File: src/mfe_pkg.sv
// shared constants and carriers for the memory fault and event reporting block
package mfe_pkg;
   // apb register byte offsets
   localparam logic [7:0] MFE_CAUSE_OFS = 8'h00;
   localparam logic [7:0] MFE_CTRL_OFS = 8'h04;
   localparam logic [7:0] MFE_INIT_OFS = 8'h08;
   localparam logic [7:0] MFE_GAP_OFS = 8'h0C;
   localparam logic [7:0] MFE_TO_ADDR_OFS = 8'h10;
   localparam logic [7:0] MFE_TO_INFO_OFS = 8'h14;
   localparam logic [7:0] MFE_MOD_ADDR_OFS = 8'h18;
   localparam logic [7:0] MFE_MOD_INFO_OFS = 8'h1C;
   localparam logic [7:0] MFE_PLL_OFS = 8'h20;

   // memory_error_cause_register fields
   localparam int MFE_CAUSE_W = 6;
   localparam int MFE_C_RAM_1B = 0;
   localparam int MFE_C_RAM_2B = 1;
   localparam int MFE_C_ICACHE = 2;
   localparam int MFE_C_ITAG = 3;
   localparam int MFE_C_DCACHE = 4;
   localparam int MFE_C_DTAG = 5;

   // ecc_and_parity_enable_ctrl fields
   localparam int MFE_CTRL_W = 3;
   localparam int MFE_E_IPAR = 0;
   localparam int MFE_E_DPAR = 1;
   localparam int MFE_E_TCM_OFF = 2;
   localparam logic [MFE_CTRL_W-1:0] MFE_CTRL_RST = 3'h0;

   // ecc_init_complete_status fields
   localparam int MFE_INIT_W = 3;
   localparam int MFE_I_ITCM = 0;
   localparam int MFE_I_DTCM = 1;
   localparam int MFE_I_RAM = 2;

   // gap flag fields, write one to clear
   localparam int MFE_GAP_W = 6;
   localparam int MFE_G_EXT = 0;
   localparam int MFE_G_PER = 1;
   localparam int MFE_G_SYS = 2;
   localparam int MFE_G_MOD = 3;
   localparam int MFE_G_ITCM = 4;
   localparam int MFE_G_DTCM = 5;

   // initialization sweep time
   localparam int MFE_CLK_KHZ = 40000;
   localparam int MFE_INIT_NS = 16500;
   localparam int MFE_INIT_CYC = (MFE_INIT_NS * MFE_CLK_KHZ) / 1000000;

   localparam int MFE_CHK_W = 5;

   typedef struct packed {
      logic valid;
      logic write;
      logic [3:0] master;
      logic [31:0] addr;
   } mfe_gap_s;

   typedef struct packed {
      logic valid;
      logic [31:0] data;
      logic [3:0] par;
      logic tag_valid;
      logic [21:0] tag;
      logic tag_par;
   } mfe_cache_rd_s;
endpackage

File: src/mfe_top.sv
// memory fault and bus event reporting unit with apb register slave
//
// Behaviour
// - protected reads correct single, flag double errors
// - hardware initializes ecc rams, reports done
// - ecc on after reset, only tcm switchable
// - tcm double ecc errors raise undefined exceptions
// - other ram errors set cause and interrupt
// - caches have byte parity, tags parity
// - icache or tag parity sets cause, interrupt
// - dcache or tag parity sets cause, interrupt
// - writing zero to cause register clears all
// - parity enables reset zero, gate checking
// - distinct gap interrupts per bus
// - bus gap latches address, master, type
// - module gap raises interrupt, captures details
// - itcm and dtcm gaps raise separate interrupts
// - pll out of range raises interrupt
// - refill bus error suppresses prefetch abort
// - five check bits per tcm byte
// - tcm init about 16.5 us, three flags
`timescale 1ns/1ps
module mfe_top
   import mfe_pkg::*;
#(
   parameter int INIT_CYCLES = MFE_INIT_CYC,
   parameter int BYTES = 4
)(
   input wire logic clk_i,
   input wire logic resetn_i,
   // apb slave
   input wire logic psel_i,
   input wire logic penable_i,
   input wire logic pwrite_i,
   input wire logic [7:0] paddr_i,
   input wire logic [31:0] pwdata_i,
   output logic [31:0] prdata_o,
   output logic pready_o,
   output logic pslverr_o,
   // tcm read path
   input wire logic tcm_rd_i,
   input wire logic tcm_is_data_i,
   input wire logic [8*BYTES-1:0] tcm_rdata_i,
   input wire logic [MFE_CHK_W*BYTES-1:0] tcm_rchk_i,
   output logic [8*BYTES-1:0] tcm_fixed_o,
   output logic undef_instr_o,
   output logic undef_data_o,
   // other protected ram read path
   input wire logic ram_rd_i,
   input wire logic [8*BYTES-1:0] ram_rdata_i,
   input wire logic [MFE_CHK_W*BYTES-1:0] ram_rchk_i,
   output logic [8*BYTES-1:0] ram_fixed_o,
   // write-side check code generation
   input wire logic [8*BYTES-1:0] wdata_i,
   output logic [MFE_CHK_W*BYTES-1:0] wchk_o,
   // initialization sweep
   output logic init_we_o,
   output logic [15:0] init_addr_o,
   // cache parity
   input wire mfe_cache_rd_s icache_i,
   input wire mfe_cache_rd_s dcache_i,
   // gap monitors
   input wire mfe_gap_s ext_gap_i,
   input wire mfe_gap_s per_gap_i,
   input wire mfe_gap_s sys_gap_i,
   input wire mfe_gap_s mod_gap_i,
   input wire logic [3:0] mod_id_i,
   input wire logic itcm_gap_i,
   input wire logic dtcm_gap_i,
   // pll monitor
   input wire logic pll_out_of_range_i,
   input wire logic pll_lock_i,
   // instruction fetch abort filtering
   input wire logic abort_req_i,
   input wire logic refill_i,
   output logic prefetch_abort_o,
   // interrupts to the processor interrupt controller
   output logic memory_error_interrupt_o,
   output logic pll_loss_interrupt_o,
   output logic ext_mem_gap_interrupt_o,
   output logic periph_bus_gap_interrupt_o,
   output logic system_bus_gap_interrupt_o,
   output logic module_gap_interrupt_o,
   output logic itcm_gap_interrupt_o,
   output logic dtcm_gap_interrupt_o
);
   localparam int CNT_W = 16;
   // bus codes in the access-timeout info byte
   localparam logic [1:0] BUS_EXT = 2'h0;
   localparam logic [1:0] BUS_PER = 2'h1;
   localparam logic [1:0] BUS_SYS = 2'h2;

   // refuse settings that the sweep counter or the lane codecs cannot serve
   if (INIT_CYCLES < 1 || INIT_CYCLES >= (1 << CNT_W)) begin : g_bad_init
      $error("INIT_CYCLES out of range");
   end
   if (BYTES < 1 || BYTES > 4) begin : g_bad_bytes
      $error("BYTES must be 1 to 4");
   end

   typedef enum logic [1:0] {
      MFE_ST_INIT = 2'b00,
      MFE_ST_RUN = 2'b01
   } mfe_state_e;

   typedef struct packed {
      mfe_state_e state;
      logic [CNT_W-1:0] init_cnt;
      logic [MFE_INIT_W-1:0] init_done;
      logic [MFE_CAUSE_W-1:0] cause;
      logic [MFE_CTRL_W-1:0] ctrl;
      logic [MFE_GAP_W-1:0] gap;
      logic [31:0] to_addr;
      logic [7:0] to_info;
      logic [31:0] mod_addr;
      logic [7:0] mod_info;
      logic [31:0] rdata;
      logic slverr;
      logic und_i;
      logic und_d;
      logic [8*BYTES-1:0] tcm_fixed;
      logic [8*BYTES-1:0] ram_fixed;
   } mfe_st_s;

   mfe_st_s st_reg;
   mfe_st_s st_next;

   logic [8*BYTES-1:0] tcm_fix;
   logic [8*BYTES-1:0] ram_fix;
   logic [BYTES-1:0] tcm_sgl;
   logic [BYTES-1:0] tcm_dbl;
   logic [BYTES-1:0] ram_sgl;
   logic [BYTES-1:0] ram_dbl;

   // one codec per byte lane for each read path; write codes share the tcm lane
   for (genvar b = 0; b < BYTES; b++) begin : g_lane
      mfe_byte_edc u_tcm (
         .wdata_i(wdata_i[8*b +: 8]),
         .wchk_o(wchk_o[MFE_CHK_W*b +: MFE_CHK_W]),
         .rdata_i(tcm_rdata_i[8*b +: 8]),
         .rchk_i(tcm_rchk_i[MFE_CHK_W*b +: MFE_CHK_W]),
         .fixed_o(tcm_fix[8*b +: 8]),
         .single_o(tcm_sgl[b]),
         .double_o(tcm_dbl[b])
      );
      mfe_byte_edc u_ram (
         .wdata_i(wdata_i[8*b +: 8]),
         .wchk_o(),
         .rdata_i(ram_rdata_i[8*b +: 8]),
         .rchk_i(ram_rchk_i[MFE_CHK_W*b +: MFE_CHK_W]),
         .fixed_o(ram_fix[8*b +: 8]),
         .single_o(ram_sgl[b]),
         .double_o(ram_dbl[b])
      );
   end

   logic apb_setup;
   logic apb_wr;
   logic wr_cause;
   logic wr_ctrl;
   logic wr_gap;
   logic tcm_edc_on;
   logic ic_err;
   logic it_err;
   logic dc_err;
   logic dt_err;
   logic itag_bad;
   logic dtag_bad;
   logic tcm_dbl_any;
   logic ram_sgl_any;
   logic ram_dbl_any;
   logic abort_hidden;

   assign apb_setup = psel_i && !penable_i;
   assign apb_wr = psel_i && penable_i && pwrite_i;
   // writes land at the access edge; pready never stalls the master
   assign wr_cause = apb_wr && paddr_i == MFE_CAUSE_OFS;
   assign wr_ctrl = apb_wr && paddr_i == MFE_CTRL_OFS;
   assign wr_gap = apb_wr && paddr_i == MFE_GAP_OFS;
   assign tcm_edc_on = !st_reg.ctrl[MFE_E_TCM_OFF];
   // any lane error flags the whole word
   assign tcm_dbl_any = tcm_edc_on && (|tcm_dbl);
   assign ram_sgl_any = ram_rd_i && (|ram_sgl);
   assign ram_dbl_any = ram_rd_i && (|ram_dbl);
   assign itag_bad = (^icache_i.tag) ^ icache_i.tag_par;
   assign dtag_bad = (^dcache_i.tag) ^ dcache_i.tag_par;
   // a refill that ran into a system bus gap is reported by interrupt only
   assign abort_hidden = refill_i && sys_gap_i.valid;

   // byte parity is even per lane, tag carries one even parity bit
   always_comb begin
      logic [3:0] ip;
      logic [3:0] dp;
      ip = 4'h0;
      dp = 4'h0;
      for (int i = 0; i < 4; i++) begin
         ip[i] = ^icache_i.data[8*i +: 8] ^ icache_i.par[i];
         dp[i] = ^dcache_i.data[8*i +: 8] ^ dcache_i.par[i];
      end
      ic_err = st_reg.ctrl[MFE_E_IPAR] && icache_i.valid && (|ip);
      it_err = st_reg.ctrl[MFE_E_IPAR] && icache_i.tag_valid && itag_bad;
      dc_err = st_reg.ctrl[MFE_E_DPAR] && dcache_i.valid && (|dp);
      dt_err = st_reg.ctrl[MFE_E_DPAR] && dcache_i.tag_valid && dtag_bad;
   end

   always_comb begin
      logic [MFE_CAUSE_W-1:0] cause_set;
      logic [MFE_GAP_W-1:0] gap_set;
      st_next = st_reg;
      cause_set = '0;
      gap_set = '0;

      // initialization sweep over the protected rams
      case (st_reg.state)
         MFE_ST_INIT: begin
            if (st_reg.init_cnt == CNT_W'(INIT_CYCLES - 1)) begin
               st_next.state = MFE_ST_RUN;
               st_next.init_done = '1;
            end else begin
               st_next.init_cnt = st_reg.init_cnt + CNT_W'(1);
            end
         end
         MFE_ST_RUN: begin
            // sweep address parks on its last value
            st_next.init_cnt = st_reg.init_cnt;
         end
         default: begin
            st_next.state = MFE_ST_INIT;
         end
      endcase

      // tcm errors go to the core as exceptions, not to the cause register
      // tcm single errors are fixed silently; only double errors trap
      st_next.tcm_fixed = tcm_edc_on ? tcm_fix : tcm_rdata_i;
      st_next.und_i = tcm_rd_i && !tcm_is_data_i && tcm_dbl_any;
      st_next.und_d = tcm_rd_i && tcm_is_data_i && tcm_dbl_any;

      // other rams cannot be switched off
      st_next.ram_fixed = ram_fix;
      cause_set[MFE_C_RAM_1B] = ram_sgl_any;
      cause_set[MFE_C_RAM_2B] = ram_dbl_any;
      cause_set[MFE_C_ICACHE] = ic_err;
      cause_set[MFE_C_ITAG] = it_err;
      cause_set[MFE_C_DCACHE] = dc_err;
      cause_set[MFE_C_DTAG] = dt_err;

      gap_set[MFE_G_EXT] = ext_gap_i.valid;
      gap_set[MFE_G_PER] = per_gap_i.valid;
      gap_set[MFE_G_SYS] = sys_gap_i.valid;
      gap_set[MFE_G_MOD] = mod_gap_i.valid;
      gap_set[MFE_G_ITCM] = itcm_gap_i;
      gap_set[MFE_G_DTCM] = dtcm_gap_i;

      // latest bus gap wins; system bus ranks over peripheral over external
      if (sys_gap_i.valid) begin
         st_next.to_addr = sys_gap_i.addr;
         st_next.to_info = {BUS_SYS, sys_gap_i.write, 1'b0, sys_gap_i.master};
      end else if (per_gap_i.valid) begin
         st_next.to_addr = per_gap_i.addr;
         st_next.to_info = {BUS_PER, per_gap_i.write, 1'b0, per_gap_i.master};
      end else if (ext_gap_i.valid) begin
         st_next.to_addr = ext_gap_i.addr;
         st_next.to_info = {BUS_EXT, ext_gap_i.write, 1'b0, ext_gap_i.master};
      end
      if (mod_gap_i.valid) begin
         st_next.mod_addr = mod_gap_i.addr;
         st_next.mod_info = {mod_id_i, mod_gap_i.write, 3'h0};
      end

      // apb: read data captured in setup, answered in the access phase
      if (apb_setup) begin
         st_next.slverr = 1'b0;
         st_next.rdata = 32'h0000_0000;
         if (paddr_i == MFE_CAUSE_OFS) begin
            st_next.rdata = 32'(st_reg.cause);
         end else if (paddr_i == MFE_CTRL_OFS) begin
            st_next.rdata = 32'(st_reg.ctrl);
         end else if (paddr_i == MFE_INIT_OFS) begin
            st_next.rdata = 32'(st_reg.init_done);
         end else if (paddr_i == MFE_GAP_OFS) begin
            st_next.rdata = 32'(st_reg.gap);
         end else if (paddr_i == MFE_TO_ADDR_OFS) begin
            st_next.rdata = st_reg.to_addr;
         end else if (paddr_i == MFE_TO_INFO_OFS) begin
            st_next.rdata = 32'(st_reg.to_info);
         end else if (paddr_i == MFE_MOD_ADDR_OFS) begin
            st_next.rdata = st_reg.mod_addr;
         end else if (paddr_i == MFE_MOD_INFO_OFS) begin
            st_next.rdata = 32'(st_reg.mod_info);
         end else if (paddr_i == MFE_PLL_OFS) begin
            st_next.rdata = {30'h0000_0000, pll_out_of_range_i, pll_lock_i};
         end else begin
            st_next.slverr = 1'b1;
         end
      end

      if (wr_cause && pwdata_i == 32'h0000_0000) begin
         st_next.cause = '0;
      end
      if (wr_ctrl) begin
         st_next.ctrl = pwdata_i[MFE_CTRL_W-1:0];
      end
      if (wr_gap) begin
         st_next.gap = st_next.gap & ~pwdata_i[MFE_GAP_W-1:0];
      end
      // new events win over a clear in the same cycle
      st_next.cause = st_next.cause | cause_set;
      st_next.gap = st_next.gap | gap_set;
   end

   always_ff @(posedge clk_i or negedge resetn_i) begin
      if (!resetn_i) begin
         st_reg <= '0;
         st_reg.state <= MFE_ST_INIT;
         st_reg.ctrl <= MFE_CTRL_RST;
      end else begin
         st_reg <= st_next;
      end
   end

   assign prdata_o = st_reg.rdata;
   assign pready_o = 1'b1;
   // error shown only in the access phase, so a setup cycle never sees it
   assign pslverr_o = psel_i && penable_i && st_reg.slverr;
   assign tcm_fixed_o = st_reg.tcm_fixed;
   assign ram_fixed_o = st_reg.ram_fixed;
   assign undef_instr_o = st_reg.und_i;
   assign undef_data_o = st_reg.und_d;
   assign init_we_o = (st_reg.state == MFE_ST_INIT);
   assign init_addr_o = st_reg.init_cnt;
   assign memory_error_interrupt_o = |st_reg.cause;
   assign pll_loss_interrupt_o = pll_out_of_range_i;
   assign ext_mem_gap_interrupt_o = st_reg.gap[MFE_G_EXT];
   assign periph_bus_gap_interrupt_o = st_reg.gap[MFE_G_PER];
   assign system_bus_gap_interrupt_o = st_reg.gap[MFE_G_SYS];
   assign module_gap_interrupt_o = st_reg.gap[MFE_G_MOD];
   assign itcm_gap_interrupt_o = st_reg.gap[MFE_G_ITCM];
   assign dtcm_gap_interrupt_o = st_reg.gap[MFE_G_DTCM];
   assign prefetch_abort_o = abort_req_i && !abort_hidden;
endmodule

File: src/mfe_byte_edc.sv
// single-error-correcting, double-error-detecting code for one byte
`timescale 1ns/1ps
module mfe_byte_edc
   import mfe_pkg::*;
(
   input wire logic [7:0] wdata_i,
   output logic [MFE_CHK_W-1:0] wchk_o,
   input wire logic [7:0] rdata_i,
   input wire logic [MFE_CHK_W-1:0] rchk_i,
   output logic [7:0] fixed_o,
   output logic single_o,
   output logic double_o
);
   // hamming positions 3..12 of the data bits
   localparam logic [3:0] DPOS [8] = '{4'h3, 4'h5, 4'h6, 4'h7, 4'h9, 4'hA, 4'hB, 4'hC};

   always_comb begin
      logic [3:0] s;
      logic [3:0] syn;
      logic ovp;
      s = 4'h0;
      syn = rchk_i[3:0];
      ovp = 1'b0;
      for (int i = 0; i < 8; i++) begin
         if (wdata_i[i]) begin
            s = s ^ DPOS[i];
         end
         if (rdata_i[i]) begin
            syn = syn ^ DPOS[i];
         end
      end
      wchk_o = {(^wdata_i) ^ (^s), s};
      ovp = (^rdata_i) ^ (^rchk_i);
      fixed_o = rdata_i;
      for (int i = 0; i < 8; i++) begin
         if (ovp && syn == DPOS[i]) begin
            fixed_o[i] = ~rdata_i[i];
         end
      end
      // a syndrome beyond the codeword with odd parity is not a single flip
      single_o = ovp && (syn <= 4'hC);
      double_o = (!ovp && syn != 4'h0) || (ovp && syn > 4'hC);
   end
endmodule

File: config.mk
export PLATFORM = sky130hd
export DESIGN_NAME = mfe_top
export DESIGN_NICKNAME = d
export VERILOG_FILES = /design/src/mfe_pkg.sv /design/src/mfe_top.sv /design/src/mfe_byte_edc.sv
export SDC_FILE = /design/constraint.sdc
export NUM_CORES = 1
export LEC_CHECK = 0
export BUFFER_PORTS_ARGS = -buffer_cell sky130_fd_sc_hd__buf_2
export CAP_MARGIN = 30
export CORE_AREA = 3 3 235 237
export CTS_BUF_LIST = sky130_fd_sc_hd__clkbuf_4
export CTS_CLUSTER_SIZE = 12
export DETAILED_ROUTE_END_ITERATION = 8
export DIE_AREA = 0 0 238 240
export HOLD_SLACK_MARGIN = 0.03
export PLACE_DENSITY = 0.56
export SKIP_LAST_GASP = 1
export SYNTH_ARGS = -nofsm -noshare
export SYNTH_HDL_FRONTEND = slang
export SYNTH_SLANG_ARGS = --single-unit
File: constraint.sdc
create_clock -name clk_i -period 5.45 [get_ports clk_i]
set_clock_uncertainty 0.05 [all_clocks]
set_input_delay 0.545 -clock clk_i [delete_from_list [all_inputs] [get_ports clk_i]]
set_output_delay 0.545 -clock clk_i [all_outputs]
set_load 0.01 [all_outputs]
==> summary.md <==
| Metric | Value |
|---|---|
| Status | `complete, no violations` |
| Final count of hold timing violations | `0` |
| TritonCTS buffer count | `68` |
| Worst reg2reg setup slack | `3.19 ns` |
| Cells after Synth | `1,458` |
| CTS Root Cell | `clkbuf_4` |
| Critical register-to-register path startpoint | `init_addr_o[0]` |
| Die X | `238 um` |
| Avg Cell Area, Syn | `9.67 um^2` |
| Hold-fix buffers, CTS | `159` |
| P_leak | `about 9 nW` |
| Vias | `about 13k` |
| Worst skew pair latency | `0.75 ns` |
| Tightest Hold Check Type | `in -> reg` |
| All-Layer GR Usage | `0.171` |
| Share of the yosys chip area belonging to registers | `0.369` |
| Hold EP | `st_reg[166]` |
| Max-slew violation count | `0` |
| Int Pwr | `3.48 mW` |
| Top-count cell post-synth | `xnor2_1` |
| Peak supply drop | `0.000109 V` |
| Setup Buffers After CTS | `0` |
| Cell Rows | `85` |
| Slew headroom | `0.384` |
| Starting Density | `0.263` |
| Final count of negative-setup-slack endpoints | `0` |
| Clock power share | `0.331` |
| Routed len/inst | `17.6 um` |
| Dpl hpwl | `39,000 um` |
| Final instance area | `0.0196 mm^2` |
| Post-synthesis cell area | `0.0141 mm^2` |
| Top post-synthesis cells by count | `271 x xnor2_1, 208 x dfrtp_1, 152 x nand2_1, 114 x buf_4, 99 x nor2_1` |
| Ports | `614` |
| CTS resizes | `0` |
| Hold Crit Start | `per_gap_i[19]` |
| Post-synth EDFFs | `0` |
| TritonRoute pass-1 iters | `6` |
| Reg2reg end | `init_addr_o[15]` |
| Crit-path max FO | `6` |
| CTS Sinks | `208` |
| Switching power | `about 1.7 mW` |
| Buffers on Ports | `about 610` |
| Logic pwr share | `0.333` |
| Syn. warnings | `0` |
| Syn-to-layout area delta | `38.9%` |
| Mapped Nets | `1,927` |
| Congestion Overflow GR | `0` |
| CP arrival | `3.83 ns` |
| Crit. End Element | `register` |
| Initial antenna violation count | `8` |
| Die Span Y | `240 um` |
| CP Class | `in -> reg` |
| Max reg flops | `88` |
| Nets | `approximately 2.6k` |
| RSZ-0062 raised after global routing | `false` |
| Synth Flop Type | `dfrtp_1` |
| Place WS | `2.34 ns` |
| Async set-reset flop share out of synthesis | `1.00` |
| CTS tree | `built` |
| First-pass GRT wire length | `74,900 um` |
| Min cycle time layout | `3.28 ns` |
| Worst-path clk slew | `0.06 ns` |
| Req. time, crit path | `6.00 ns` |
| GP Congestion | `0.953` |
| Power Dens Cells | `265 mW/mm^2` |
| Area leader, netlist | `dfrtp_1` |
| Routed vias/inst | `4.48` |
| Layout cells sized above 1 | `0.361` |
| Netlist cell types | `66` |
| Core region area | `0.0535 mm^2` |
| # DRC | `0` |
| Cells on worst reg2reg path | `8` |
| # fillers | `5,499` |
| CTS Buffer Depth | `3` |
| DIE AREA | `0.0571 mm^2` |
| WL final | `50,800 um` |
| Area contributors post-synth | `dfrtp_1 37%, xnor2_1 17%, buf_4 6.1%` |
| Post-synth top area share | `0.369` |
| Sequential fraction of design power | `0.336` |
| Worst slew pin tran | `0.921 ns` |
| Final Worst Setup Slack | `around 2.2 ns` |
| Switching portion of total power | `0.331` |
| Total Power | `5.19 mW` |
| Hold depth | `5` |
| Final TNS setup | `0 ns` |
| DRT iter0 DRCs | `438` |
| Tcrit/Tclk final | `0.602` |
| Area after DPL | `approximately 0.017 mm^2` |
| Fmax | `approximately 0.30 GHz` |
| H-tree levels | `3` |
| Post-DRT Antenna Nets | `0` |
| Number of global-route vias before repair | `13.6k` |
| Startpoint Class | `input port` |
| Post-synthesis register bit count | `208` |
| Max_cap viols | `0` |
| Pin count of the biggest net entering global routing | `125` |
==> routing by layer <==
layer | wire length (um) | share of wire | global-route usage
met5 | 13 | 0.00026 | 0
met2 | 26700 | 0.53 | 0.313
met1 | 19700 | 0.39 | 0.192
met3 | 3120 | 0.061 | 0.0392
met4 | 1310 | 0.026 | 0.0695
==> placed cells by master, fill, tap and decap left out, drive strengths merged, types with 10 or more instances in the layout <==
| cell type | instances |
|---|---|
| buf | 619 |
| xnor2 | 280 |
| dfrtp | 208 |
| dlygate4sd3 | 159 |
| nand2 | 152 |
| nor2 | 99 |
| clkbuf | 97 |
| xor2 | 85 |
| o21ai | 78 |
| a21oi | 56 |
| mux2i | 46 |
| mux2 | 44 |
| nand3 | 28 |
| a22oi | 26 |
| nor3 | 21 |
| inv | 20 |
| clkinv | 18 |
| xnor3 | 18 |
| nor4 | 13 |
| nand2b | 12 |
| nor2b | 10 |
| and3 | 10 |
==> stage by stage <==
stage | hold slack (ns) | util | instances
after CTS | 0.0376 | 0.366 | 2887
after global routing | 0.0907 | 0.366 | 2889
final | 0.169 | 0.366 | 2892
after detailed placement | 0.402 | 0.319 | 2607
after global placement | 0.400 | 0.318 | 2605
after floorplan | 0.199 | - | 1458
==> layout make-up <==
type	instances	area (um^2)	area share
timing repair buffer	778	4750	0.243
sequential	208	5200	0.266
tap	696	871	0.0445
clock inverter	24	181	0.00927
antenna	5	12.5	0.000639
multi-input combinational	1066	7760	0.396
inverter	18	67.6	0.00345
clock buffer	97	728	0.0372
==> worst max-delay path: stages <==
cell	delay, ns
dlygate4sd3_1	0.53
buf_2	0.14
xnor3_2	0.45
xor3_2	0.38
a211oi_1	0.11
a41o_1	0.23
a211o_4	0.30
nor4_2	0.45
nor4b_2	0.09
dlygate4sd3_1	0.60
==> power groups by stage <==
stage / clock network [mW] / logic, mW / registers [mW]
after floorplan: 0 / 1.16 / 1.75
after global routing: 1.92 / 1.89 / 1.76
final: 1.72 / 1.73 / 1.74
after detailed placement: 0 / 1.64 / 1.77
after CTS: 1.82 / 1.74 / 1.75
after global placement: 0 / 1.61 / 1.77
==> kinds of logic after synthesis <==
family,synth area share
other,0.000266
multiplexers,0.0713
AO/OA/AOI/OAI,0.0908
flip-flops,0.369
AND/OR/NAND/NOR,0.122
buffers and inverters,0.0804
adder cells (fa/ha/maj),0.00160
XOR/XNOR,0.264
==> worst max path at each step <==
stage | cells past startpoint | to | startpoint
floorplan | 8 | undef_data_o | tcm_rdata_i[3]
global placement | 9 | st_reg[189] | paddr_i[2]
detailed placement | 9 | st_reg[189] | paddr_i[2]
CTS | 10 | undef_instr_o | tcm_rdata_i[3]
global route | 10 | undef_instr_o | tcm_rdata_i[1]
finish | 10 | undef_instr_o | tcm_rdata_i[1]
(Power assumes the default switching activity.)
